[src/verilog/rsd_defines.vh]
`ifndef RSD_DEFINES_VH
`define RSD_DEFINES_VH
// ****************************************
// rail and pin counts
// ****************************************
`define RSD_RAILS 4
`define RSD_PINS 4
// ****************************************
// output dependency byte layout
// ****************************************
`define RSD_EVT_HI 7
`define RSD_EVT_LO 4
`define RSD_SEL_HI 3
`define RSD_SEL_LO 0
`define RSD_EVT_REGULATING 4'h1
`define RSD_EVT_POWER_GOOD 4'h2
`define RSD_EVT_ODRAIN_INIT 4'h3
`define RSD_EVT_OC_WARN 4'h4
// ****************************************
// fault slave choices
// ****************************************
`define RSD_SLV_NONE 2'h0
`define RSD_SLV_IMMEDIATE 2'h1
`define RSD_SLV_AFTER_RETRY 2'h2
// ****************************************
// soft-off timing
// ****************************************
`define RSD_DLY_W 16
`define RSD_PW_W 12
`define RSD_PW_STEP 12'h001
`define RSD_ZERO16 16'h0000
`define RSD_ZERO12 12'h000
`define RSD_ONE16 16'h0001
`endif

[src/verilog/rsd_rail_ctrl.v]
`timescale 1ns/100ps
`include "rsd_defines.vh"
module rsd_rail_ctrl (
    input wire clk,
    input wire rst_n,
    input wire startReq,
    input wire startGate,
    input wire stayLoss,
    input wire slaveKill,
    input wire softMode,
    input wire [`RSD_DLY_W-1:0] softDelay,
    input wire [`RSD_PW_W-1:0] pwStart,
    input wire [`RSD_PW_W-1:0] pwMin,
    output reg railOn_q,
    output reg driveEn_q,
    output reg [`RSD_PW_W-1:0] pulseWidth_q
);
    // ****************************************
    // one-hot rail states
    // ****************************************
    localparam ST_OFF = 4'b0001;
    localparam ST_ON = 4'b0010;
    localparam ST_DLY = 4'b0100;
    localparam ST_RAMP = 4'b1000;
    reg [3:0] state_q;
    reg [`RSD_DLY_W-1:0] cnt_q;
    always @(posedge clk or negedge rst_n) begin
        if (!rst_n) begin
            state_q <= ST_OFF;
            cnt_q <= `RSD_ZERO16;
            railOn_q <= 1'b0;
            driveEn_q <= 1'b0;
            pulseWidth_q <= `RSD_ZERO12;
        end else begin
            case (state_q)
                ST_OFF: begin
                    if (startReq && startGate) begin
                        state_q <= ST_ON;
                        railOn_q <= 1'b1;
                        driveEn_q <= 1'b1;
                        pulseWidth_q <= pwStart;
                    end
                end
                ST_ON: begin
                    // stay-on loss checked first so it wins over slave
                    if (stayLoss && softMode) begin
                        state_q <= ST_DLY;
                        cnt_q <= softDelay;
                    end else if (stayLoss || slaveKill) begin
                        state_q <= ST_OFF;
                        railOn_q <= 1'b0;
                        driveEn_q <= 1'b0;
                        pulseWidth_q <= `RSD_ZERO12;
                    end
                end
                ST_DLY: begin
                    if (cnt_q == `RSD_ZERO16) begin
                        state_q <= ST_RAMP;
                    end else begin
                        cnt_q <= cnt_q - `RSD_ONE16;
                    end
                end
                ST_RAMP: begin
                    if (pulseWidth_q <= pwMin) begin
                        state_q <= ST_OFF;
                        railOn_q <= 1'b0;
                        driveEn_q <= 1'b0;
                        pulseWidth_q <= `RSD_ZERO12;
                    end else begin
                        pulseWidth_q <= pulseWidth_q - `RSD_PW_STEP;
                    end
                end
                default: begin
                    state_q <= ST_OFF;
                end
            endcase
        end
    end
endmodule // rsd_rail_ctrl

[src/verilog/rsd_rail_seq.v]
`timescale 1ns/100ps
`include "rsd_defines.vh"
// Summary of operation
// - sequencing output active only while all selected rails are power-good
// - output drops at once when any selected rail loses power-good
// - input pin setup is separate from per-rail dependency masks
// - a rail never depends on itself; its own mask bit is ignored
// - enabled turn-on dependencies must all hold before the rail starts
// - once on, turn-on dependencies are ignored; stay-on ones govern
// - stay-on dependency acts only on active-to-inactive transition
// - with no turn-on dependencies any start request turns rail on
// - stay-on loss shuts down using the rail's own shutdown mode
// - soft-off waits delay, ramps pulse to minimum, then stops drive
// - immediate-off stops switching as soon as dependency drops
// - slave settings held per master; stay-on held per dependent rail
// - slave choice: none, immediately, or after master retries exhausted
// - fault-slave shutdown always uses immediate-off
// - stay-on dependency wins over slave relation to the same master
// - output byte: event type bits 7-4, rail mask bits 3-0
// - types: overall power-good, open-drain ready, OR of OC warnings
module rsd_rail_seq (
    clk,
    rst_n,
    startReq,
    pgOn,
    pgOff,
    ocWarn,
    masterFault,
    masterRetryDone,
    pinIn,
    pinIsInput,
    pinActiveHigh,
    onPinMask,
    onRailMask,
    onDepEn,
    stayPinMask,
    stayRailMask,
    softMode,
    softDelay,
    pwStart,
    pwMin,
    slaveCfg,
    pinSeqCfg,
    hwInitDone,
    railOn,
    driveEn,
    pulseWidth,
    pinOut,
    pinOutEn
);
    input wire clk;
    input wire rst_n;
    input wire [`RSD_RAILS-1:0] startReq;
    input wire [`RSD_RAILS-1:0] pgOn;
    input wire [`RSD_RAILS-1:0] pgOff;
    input wire [`RSD_RAILS-1:0] ocWarn;
    input wire [`RSD_RAILS-1:0] masterFault;
    input wire [`RSD_RAILS-1:0] masterRetryDone;
    input wire [`RSD_PINS-1:0] pinIn;
    input wire [`RSD_PINS-1:0] pinIsInput;
    input wire [`RSD_PINS-1:0] pinActiveHigh;
    input wire [4*`RSD_RAILS-1:0] onPinMask;
    input wire [4*`RSD_RAILS-1:0] onRailMask;
    input wire [`RSD_RAILS-1:0] onDepEn;
    input wire [4*`RSD_RAILS-1:0] stayPinMask;
    input wire [4*`RSD_RAILS-1:0] stayRailMask;
    input wire [`RSD_RAILS-1:0] softMode;
    input wire [`RSD_DLY_W*`RSD_RAILS-1:0] softDelay;
    input wire [`RSD_PW_W*`RSD_RAILS-1:0] pwStart;
    input wire [`RSD_PW_W*`RSD_RAILS-1:0] pwMin;
    input wire [8*`RSD_RAILS-1:0] slaveCfg;
    input wire [8*`RSD_PINS-1:0] pinSeqCfg;
    input wire hwInitDone;
    output wire [`RSD_RAILS-1:0] railOn;
    output wire [`RSD_RAILS-1:0] driveEn;
    output wire [`RSD_PW_W*`RSD_RAILS-1:0] pulseWidth;
    output reg [`RSD_PINS-1:0] pinOut;
    output wire [`RSD_PINS-1:0] pinOutEn;
    // ****************************************
    // input pin synchronisers
    // ****************************************
    reg [`RSD_PINS-1:0] pinMeta_q;
    reg [`RSD_PINS-1:0] pinSync_q;
    always @(posedge clk or negedge rst_n) begin
        if (!rst_n) begin
            pinMeta_q <= {`RSD_PINS{1'b0}};
            pinSync_q <= {`RSD_PINS{1'b0}};
        end else begin
            pinMeta_q <= pinIn;
            pinSync_q <= pinMeta_q;
        end
    end
    // pin config shared by all rails, held apart from rail masks
    wire [`RSD_PINS-1:0] pinActive;
    assign pinActive = pinIsInput & ~(pinSync_q ^ pinActiveHigh);
    // ****************************************
    // rail power-good state with hysteresis
    // ****************************************
    reg [`RSD_RAILS-1:0] pgood_q;
    reg [`RSD_RAILS-1:0] pgoodPrev_q;
    reg [`RSD_PINS-1:0] pinPrev_q;
    // sync reset level is not the idle level of an active-low pin;
    // no pin edges until both stages hold real pin values
    reg [1:0] pinWarm_q;
    always @(posedge clk or negedge rst_n) begin
        if (!rst_n) begin
            pgood_q <= {`RSD_RAILS{1'b0}};
            pgoodPrev_q <= {`RSD_RAILS{1'b0}};
            pinPrev_q <= {`RSD_PINS{1'b0}};
            pinWarm_q <= 2'h0;
        end else begin
            pgood_q <= (pgood_q & ~pgOff) | (pgOn & ~pgOff);
            pgoodPrev_q <= pgood_q;
            pinWarm_q <= {pinWarm_q[0], 1'b1};
            pinPrev_q <= pinActive & {`RSD_PINS{pinWarm_q[1]}};
        end
    end
    // falling edges of sources only; never-active sources do nothing
    wire [`RSD_RAILS-1:0] railFall;
    wire [`RSD_PINS-1:0] pinFall;
    assign railFall = pgoodPrev_q & ~pgood_q;
    assign pinFall = pinPrev_q & ~pinActive;
    // ****************************************
    // per-rail dependency and slave logic
    // ****************************************
    genvar r;
    generate
        for (r = 0; r < `RSD_RAILS; r = r + 1) begin : gRail
            wire [3:0] selfMask;
            wire [3:0] onRail;
            wire [3:0] stayRail;
            wire onOk;
            wire gate;
            wire stayLoss;
            wire [`RSD_RAILS-1:0] killVec;
            assign selfMask = ~(4'h1 << r);
            assign onRail = onRailMask[4*r+3:4*r] & selfMask;
            assign stayRail = stayRailMask[4*r+3:4*r] & selfMask;
            assign onOk = ((onRail & ~pgood_q) == 4'h0) &&
                ((onPinMask[4*r+3:4*r] & ~pinActive) == 4'h0);
            assign gate = !onDepEn[r] || onOk;
            // only read in ON state, so turn-on masks stop mattering
            assign stayLoss = |(stayRail & railFall) ||
                |(stayPinMask[4*r+3:4*r] & pinFall);
            genvar m;
            for (m = 0; m < `RSD_RAILS; m = m + 1) begin : gMaster
                wire [1:0] c;
                // slave choice is stored with the master's byte
                assign c = (m == r) ? `RSD_SLV_NONE :
                    slaveCfg[8*m+2*r+1:8*m+2*r];
                assign killVec[m] =
                    (c == `RSD_SLV_IMMEDIATE && masterFault[m]) ||
                    (c == `RSD_SLV_AFTER_RETRY &&
                    masterRetryDone[m]);
            end
            rsd_rail_ctrl uCtrl (
                .clk(clk),
                .rst_n(rst_n),
                .startReq(startReq[r]),
                .startGate(gate),
                .stayLoss(stayLoss),
                .slaveKill(|killVec),
                .softMode(softMode[r]),
                .softDelay(softDelay[`RSD_DLY_W*r+`RSD_DLY_W-1:
                    `RSD_DLY_W*r]),
                .pwStart(pwStart[`RSD_PW_W*r+`RSD_PW_W-1:`RSD_PW_W*r]),
                .pwMin(pwMin[`RSD_PW_W*r+`RSD_PW_W-1:`RSD_PW_W*r]),
                .railOn_q(railOn[r]),
                .driveEn_q(driveEn[r]),
                .pulseWidth_q(pulseWidth[`RSD_PW_W*r+`RSD_PW_W-1:
                    `RSD_PW_W*r])
            );
        end
    endgenerate
    // ****************************************
    // sequencing output pins
    // ****************************************
    // overall power-good taken from raw thresholds for a faster answer
    wire allPg;
    assign allPg = &(pgOn & ~pgOff);
    // outputs only; open-drain gating is the pad's concern
    assign pinOutEn = ~pinIsInput;
    integer p;
    reg [3:0] evt;
    reg [3:0] sel;
    always @* begin
        evt = 4'h0;
        sel = 4'h0;
        pinOut = {`RSD_PINS{1'b0}};
        for (p = 0; p < `RSD_PINS; p = p + 1) begin
            evt = pinSeqCfg[8*p+`RSD_EVT_HI -: 4];
            sel = pinSeqCfg[8*p+`RSD_SEL_HI -: 4];
            case (evt)
                `RSD_EVT_REGULATING: begin
                    pinOut[p] = (sel != 4'h0) &&
                        ((sel & ~pgood_q) == 4'h0);
                end
                `RSD_EVT_POWER_GOOD: begin
                    pinOut[p] = allPg;
                end
                `RSD_EVT_ODRAIN_INIT: begin
                    pinOut[p] = hwInitDone;
                end
                `RSD_EVT_OC_WARN: begin
                    pinOut[p] = |(sel & ocWarn);
                end
                default: begin
                    pinOut[p] = 1'b0;
                end
            endcase
            pinOut[p] = pinOut[p] & ~pinIsInput[p];
        end
    end
endmodule // rsd_rail_seq
[config.mk]
export PLATFORM = sky130hd
export DESIGN_NAME = rsd_rail_seq
export DESIGN_NICKNAME = d
export VERILOG_FILES = /design/src/verilog/rsd_rail_ctrl.v /design/src/verilog/rsd_rail_seq.v
export VERILOG_INCLUDE_DIRS = /design/src /design/src/verilog
export SDC_FILE = /design/constraint.sdc
export NUM_CORES = 1
export LEC_CHECK = 0
export CORE_MARGIN = 3
export CORE_UTILIZATION = 40
export DETAILED_ROUTE_END_ITERATION = 6
export DONT_BUFFER_PORTS = 1
export MAX_ROUTING_LAYER = met4
export PLACE_DENSITY = 0.52
export SYNTH_ARGS = -nofsm -noshare
export SYNTH_HDL_FRONTEND = slang
export SYNTH_HIERARCHICAL = 1
export SYNTH_SLANG_ARGS = --single-unit
[constraint.sdc]
create_clock -name clk -period 6.6 [get_ports clk]
set_input_delay 1.32 -clock clk [delete_from_list [all_inputs] [get_ports clk]]
set_output_delay 1.32 -clock clk [all_outputs]
set_load 0.05 [all_outputs]
==> metrics.yaml, run 1 <==
die_y_microns: 171
synth_fp_nets: 1712
rsz0062_at_grt: "no"
critPathArrivalTime_ps: 3360
p_sw_mw: 1.63
globalRouteOverflowTotal: 0
layout_min_cycle_time_ps: 4680
syn2layout_area_growth_pct: 7.48
total_power_mw: 3.80
clk_latency_ps: 430
finalSetupViolCount: 0
synth.ff_latch_count: 154
coreArea_sq_um: 26400
worstPathRequired_ps: 5280
swShare: 0.429
clkPwrFrac: 0.264
worst_slack_ps: 1920
start_kind: "input port"
synth_top_family_by_area: "compound AO/OA/AOI/OAI gates"
clkTransAtPathRegs_ps: 60
leakage_nw: 4.86
irDropWorstVdd_mv: 0.176
p_seq_frac: 0.495
nFillCells: 2663
setup-tns-final_ps: 0
gp_congestion: 0.882
mostFrequentLayoutCell: "dfrtp_1"
fin_hold_ws_ps: 349
intPower_mw: 2.17
powerDensity_nw_per_um2: 326
yosysSeqAreaShare: 0.355
initial_core_util: 0.412
htreeDepth: 4
syn_area_sq_um: 10900
syn_area_per_cell_sq_um: 8.22
rrSetupSlack_ps: 3350
synth_edf_count: 0
path_depth: 5
antenna_left: 0
drive_above_1_share: 0.0612
rows: 59
setup.worst_path.start: "pgOn[3]"
clockRootBuffer: "clkbuf_16"
setup.worst_path.class: "in -> out"
dr.first_iter.drc_count: 803
hold_class: "reg -> reg"
antenna_found_initial: 8
viasPerCell: 6.19
synthSimpleGateAreaFrac: 0.253
critical_path.top_delay_family: "simple AND/OR/NAND/NOR gates"
end_kind: "output port"
synth_compound_area_frac: 0.259
grt_util_all_layers: 0.247
syn_inst: 1321
synth_fa_ha_area_frac: 0.0645
post_cts_buffers: 0
pwr-share-comb: 0.240
cts_tree: "built"
postCtsHoldBufs: 0
r2r-start: "pgood_q[2]$_DFF_PN0_"
clock_sinks: 154
min_period_over_period: 0.709
clock_skew_ps: 17.2
status: "complete, no violations"
cts_resized: 0
cp_cell_sequence: "nor4bb_1 -> nand2_1 -> o31a_1 -> a2111oi_2 -> buf_4"
drc: 0
synthFlopType: "dfrtp_1"
worst_path_max_delay_cell: "nor4bb_1"
maxCapViolations: 0
io_buffers: 0
hold_viol_final: 0
critPathBufInv: 1
cp_max_fo: 4
yosys_warnings: 6
max_freq_ghz: 0.214
wl_microns: 36400
slowest_delay_ps: 680
worst_pin_slew_ps: 1090
dr.pass1.iters: 7
reg2reg_depth: 10
pin_count: 399
place_hpwl_microns: 28000
ys_types: 84
final-seq-area_sq_um: 3860
cts_buffers: 17
vias: 10200
die_w_microns: 171
grt_pass1_vias: 9436
preCtsSetupSlack_ps: 1910
synthXorXnorAreaFrac: 0.00806
grt_max_degree: 155
layout_common_cells: "dfrtp_1 (150), nand2_1 (134), a21oi_1 (122), o21ai_0 (117), inv_1 (92)"
ys_async_sr_fraction: 1.00
grt_pass1_wl_microns: 54600
r2r_end: "gRail[0].uCtrl/pulseWidth_q[11]$_DFFE_PN0P_"
finalNetCount: 1685
crit_path_end: "pinOut[3]"
multi_input_area_sq_um: 6390
utilization: 0.443
slew_headroom: 0.267
dieArea_sq_um: 29200
wl_per_cell_microns: 22.1
slew_violations: 0
max-clock-path-buffers: 2
muxShareOfSynthArea: 0
-- layout make-up --
| type | instances | area share |
|---|---|---|
| Sequential cell | 154 | 0.331 |
| Inverter | 94 | 0.0302 |
| Antenna cell | 8 | 0.00171 |
| Clock inverter | 12 | 0.0119 |
| Multi-Input combinational cell | 1022 | 0.547 |
| Timing Repair Buffer | 5 | 0.00322 |
| Tap cell | 335 | 0.0359 |
| Clock buffer | 20 | 0.0391 |
-- cells by family after synthesis --
family | after synthesis
DFF | 154
AOI/OAI and AO/OA | 436
xor gates and xnor gates | 10
adders and majority gates | 56
buffers and inverters | 145
and+or+nand+nor | 519
other | 1
-- sequential cells by signal, indices dropped and copies added, names as in the netlist --
name and flops:
gRail.uCtrl/cnt_q 64, gRail.uCtrl/driveEn_q 4, gRail.uCtrl/pulseWidth_q 48, gRail.uCtrl/state_q 16, pgoodPrev_q 4, pgood_q 4, pinMeta_q 4, pinPrev_q 4
pinSync_q 4, pinWarm_q 2
-- cells in the mapped netlist (10+ instances only) --
library cell | number | share of area
nor3_1 | 46 | 0.021
clkbuf_1 | 24 | 0.0083
ha_1 | 56 | 0.065
a32oi_1 | 10 | 0.0081
nor2_1 | 78 | 0.027
o22ai_1 | 16 | 0.0092
nand3_1 | 64 | 0.029
nor4_1 | 21 | 0.012
inv_1 | 92 | 0.032
nor2b_1 | 13 | 0.0075
nand4_1 | 26 | 0.015
a22o_1 | 12 | 0.0097
dfrtp_1 | 150 | 0.35
or3_1 | 29 | 0.017
a22oi_1 | 29 | 0.020
o21ai_0 | 117 | 0.054
o31ai_1 | 13 | 0.0090
o211ai_1 | 18 | 0.012
nand3b_1 | 28 | 0.019
a21oi_1 | 122 | 0.056
nand2_1 | 134 | 0.046
nand2b_1 | 18 | 0.010
-- power groups by stage --
stage / Sequential, mW / Combinational [mW] / Clock, mW
floorplan: 1.76 / 0.787 / 0
global placement: 1.90 / 0.890 / 0
detailed placement: 1.90 / 0.913 / 0
CTS: 1.88 / 0.917 / 1.03
global route: 1.93 / 1.06 / 1.07
finish: 1.88 / 0.915 / 1.01
-- routing by layer --
metal	vias to the layer above	part of all wire	routed length, microns	GRT usage
met3	27	0.085	3110	0.0779
met5	-	0	0	-
li1	4894	-	-	-
met1	4948	0.43	15800	0.317
met2	343	0.47	17000	0.382
met4	0	0.015	531	0.0578
-- metrics by stage --
| step | area [sq um] | cells |
|---|---|---|
| floorplan | 10900 | 1321 |
| global placement | 11100 | 1610 |
| detailed placement | 11100 | 1610 |
| CTS | 11700 | 1642 |
| global route | 11700 | 1649 |
| finish | 11700 | 1650 |
-- how the worst min path moves through the flow --
| stage | depth (start not counted) | slack [ps] | from | to |
|---|---|---|---|---|
| 2_1_floorplan | 0 | 330 | pinMeta_q[0]$_DFF_PN0_ | pinSync_q[0]$_DFF_PN0_ |
| 3_3_place_gp | 0 | 330 | pinMeta_q[1]$_DFF_PN0_ | pinSync_q[1]$_DFF_PN0_ |
| 3_5_place_dp | 0 | 340 | pinWarm_q[0]$_DFF_PN0_ | pinWarm_q[1]$_DFF_PN0_ |
| 4_1_cts | 0 | 350 | pinMeta_q[1]$_DFF_PN0_ | pinSync_q[1]$_DFF_PN0_ |
| 5_1_grt | 0 | 360 | pinMeta_q[2]$_DFF_PN0_ | pinSync_q[2]$_DFF_PN0_ |
| 6_report | 0 | 350 | pinMeta_q[1]$_DFF_PN0_ | pinSync_q[1]$_DFF_PN0_ |
Note: power is estimated with default switching activity, not from simulation.
==> run 2, diff against run 1 <==
- PLACE_DENSITY: 0.52 -> 0.54
- clock period: 6.6 -> 3.9 ns (I/O delays scaled with it)
==> run 2 against run 1 <==
- cell area up 1.1%
- non-clock buffer count up 14
- hold slack worse by 310 ps
- sequential power up 68%
- routed wire length up 0.25%
- utilization up 0.47 points
- critical path type unchanged
==> metrics.yaml, run 2 (synthesis gave the netlist of run 1 again) <==
rsz0062_at_grt: "no"
syn2layout_area_growth_pct: 8.63
reg2reg_depth: 11
rrSetupSlack_ps: 940
wl_per_cell_microns: 22.0
largest_reg_flops: 64
worst_pin_slew_ps: 1040
layout_min_cycle_time_ps: 3290
slew_headroom: 0.300
viasPerCell: 6.11
cts_resized: 0
finalSetupViolCount: 0
drive_above_1_share: 0.0719
irDropWorstVdd_mv: 0.326
dp.cells: 1624
placed_area_sq_um: 11200
htreeDepth: 4
end_kind: "output port"
max_freq_ghz: 0.304
worstPathRequired_ps: 3120
hold_viol_final: 0
finalNetCount: 1699
multi_input_area_sq_um: 6390
wl_microns: 36500
io_buffers: 0
dr.pass1.iters: 5
leakage_nw: 4.94
fin_area_sq_um: 11800
cts_buffers: 17
critPathArrivalTime_ps: 2510
dr.first_iter.drc_count: 798
powerDensity_nw_per_um2: 552
gp_congestion: 0.939
total_power_mw: 6.51
post_cts_buffers: 0
hold_class: "in -> async"
vias: 10200
rows: 59
postCtsHoldBufs: 0
antenna_found_initial: 7
preCtsSetupSlack_ps: 472
die_y_microns: 171
drc: 0
layout_common_cells: "dfrtp_1 (150), nand2_1 (134), a21oi_1 (122), o21ai_0 (117), inv_1 (92)"
nFillCells: 2594
cp_max_fo: 4
grt_util_all_layers: 0.248
clock_skew_ps: 14.7
coreArea_sq_um: 26400
max-clock-path-buffers: 2
maxCapViolations: 0
pin_count: 399
grt_max_degree: 155
setup-tns-final_ps: 0
crit_path_end: "pinOut[0]"
final-seq-area_sq_um: 3860
clock_sinks: 154
initial_core_util: 0.412
dieArea_sq_um: 29200
grt_pass1_vias: 9500
globalRouteOverflowTotal: 0
mostFrequentLayoutCell: "dfrtp_1"
regMostFlops: "gRail.uCtrl/cnt_q"
worst_slack_ps: 611
place_hpwl_microns: 28100
slew_violations: 0
setup.worst_path.start: "pgOff[0]"
clk_latency_ps: 440
status: "complete, no violations"
cts_tree: "built"
clkTransAtPathRegs_ps: 70
clockRootBuffer: "clkbuf_16"
setup.worst_path.class: "in -> out"
top_regs: "gRail.uCtrl/cnt_q: 64 flops, gRail.uCtrl/pulseWidth_q: 48 flops, gRail.uCtrl/state_q: 16 flops"
r2r_end: "gRail[0].uCtrl/pulseWidth_q[6]$_DFFE_PN0P_"
final_cells: 1663
r2r-start: "pinSync_q[3]$_DFF_PN0_"
antenna_left: 0
min_period_over_period: 0.843
start_kind: "input port"
grt_pass1_wl_microns: 54700
die_w_microns: 171
==> run 2: critical path, cell delays in order <==
cell and delay [ps]:
nor4bb_1 300, buf_4 200, nand2_1 160, o31a_1 300
a2111oi_2 470, buf_4 290
==> run 2: worst min-delay path by stage <==
| stage | depth (start not counted) | endpoint | slack [ps] | startpoint |
|---|---|---|---|---|
| after floorplan | 0 | pinSync_q[0]$_DFF_PN0_ | 330 | pinMeta_q[0]$_DFF_PN0_ |
| after global placement | 0 | pinWarm_q[1]$_DFF_PN0_ | 330 | pinWarm_q[0]$_DFF_PN0_ |
| after detailed placement | 0 | pinSync_q[1]$_DFF_PN0_ | 340 | pinMeta_q[1]$_DFF_PN0_ |
| after CTS | 0 | gRail[1].uCtrl/pulseWidth_q[4]$_DFFE_PN0P_ | 10 | rst_n |
| after global routing | 0 | gRail[1].uCtrl/pulseWidth_q[5]$_DFFE_PN0P_ | 7 | rst_n |
| final | 0 | gRail[1].uCtrl/pulseWidth_q[11]$_DFFE_PN0P_ | 40 | rst_n |
==> run 2: stage by stage <==
| step | util | hold slack, ps |
|---|---|---|
| CTS | 0.447 | 14.8 |
| finish | 0.448 | 37.0 |
| floorplan | - | 331 |
| detailed placement | 0.424 | 336 |
| global placement | 0.424 | 333 |
| global route | 0.448 | 6.63 |
==> run 2: area by class of cell <==
class / instances / share of cell area
clock buffer: 19 / 0.0384
sequential: 154 / 0.327
antenna: 7 / 0.00148
timing repair buffer: 19 / 0.0121
inverter: 94 / 0.0299
clock inverter: 13 / 0.0140
multi-input combinational: 1022 / 0.542
tap: 335 / 0.0355
==> run 2: report_power, final <==
part	internal (mW)	switching, mW	total, mW
registers	2.01	1.15	3.16
clock network	1.05	0.733	1.78
logic	0.700	0.874	1.57
==> run 2: metal layers <==
metal,wire [microns],up-vias,GRT usage
met1,15800,4855,0.321
met2,16800,347,0.378
met3,3280,41,0.0786
met5,0,-,-
met4,653,0,0.0642
li1,-,4920,-
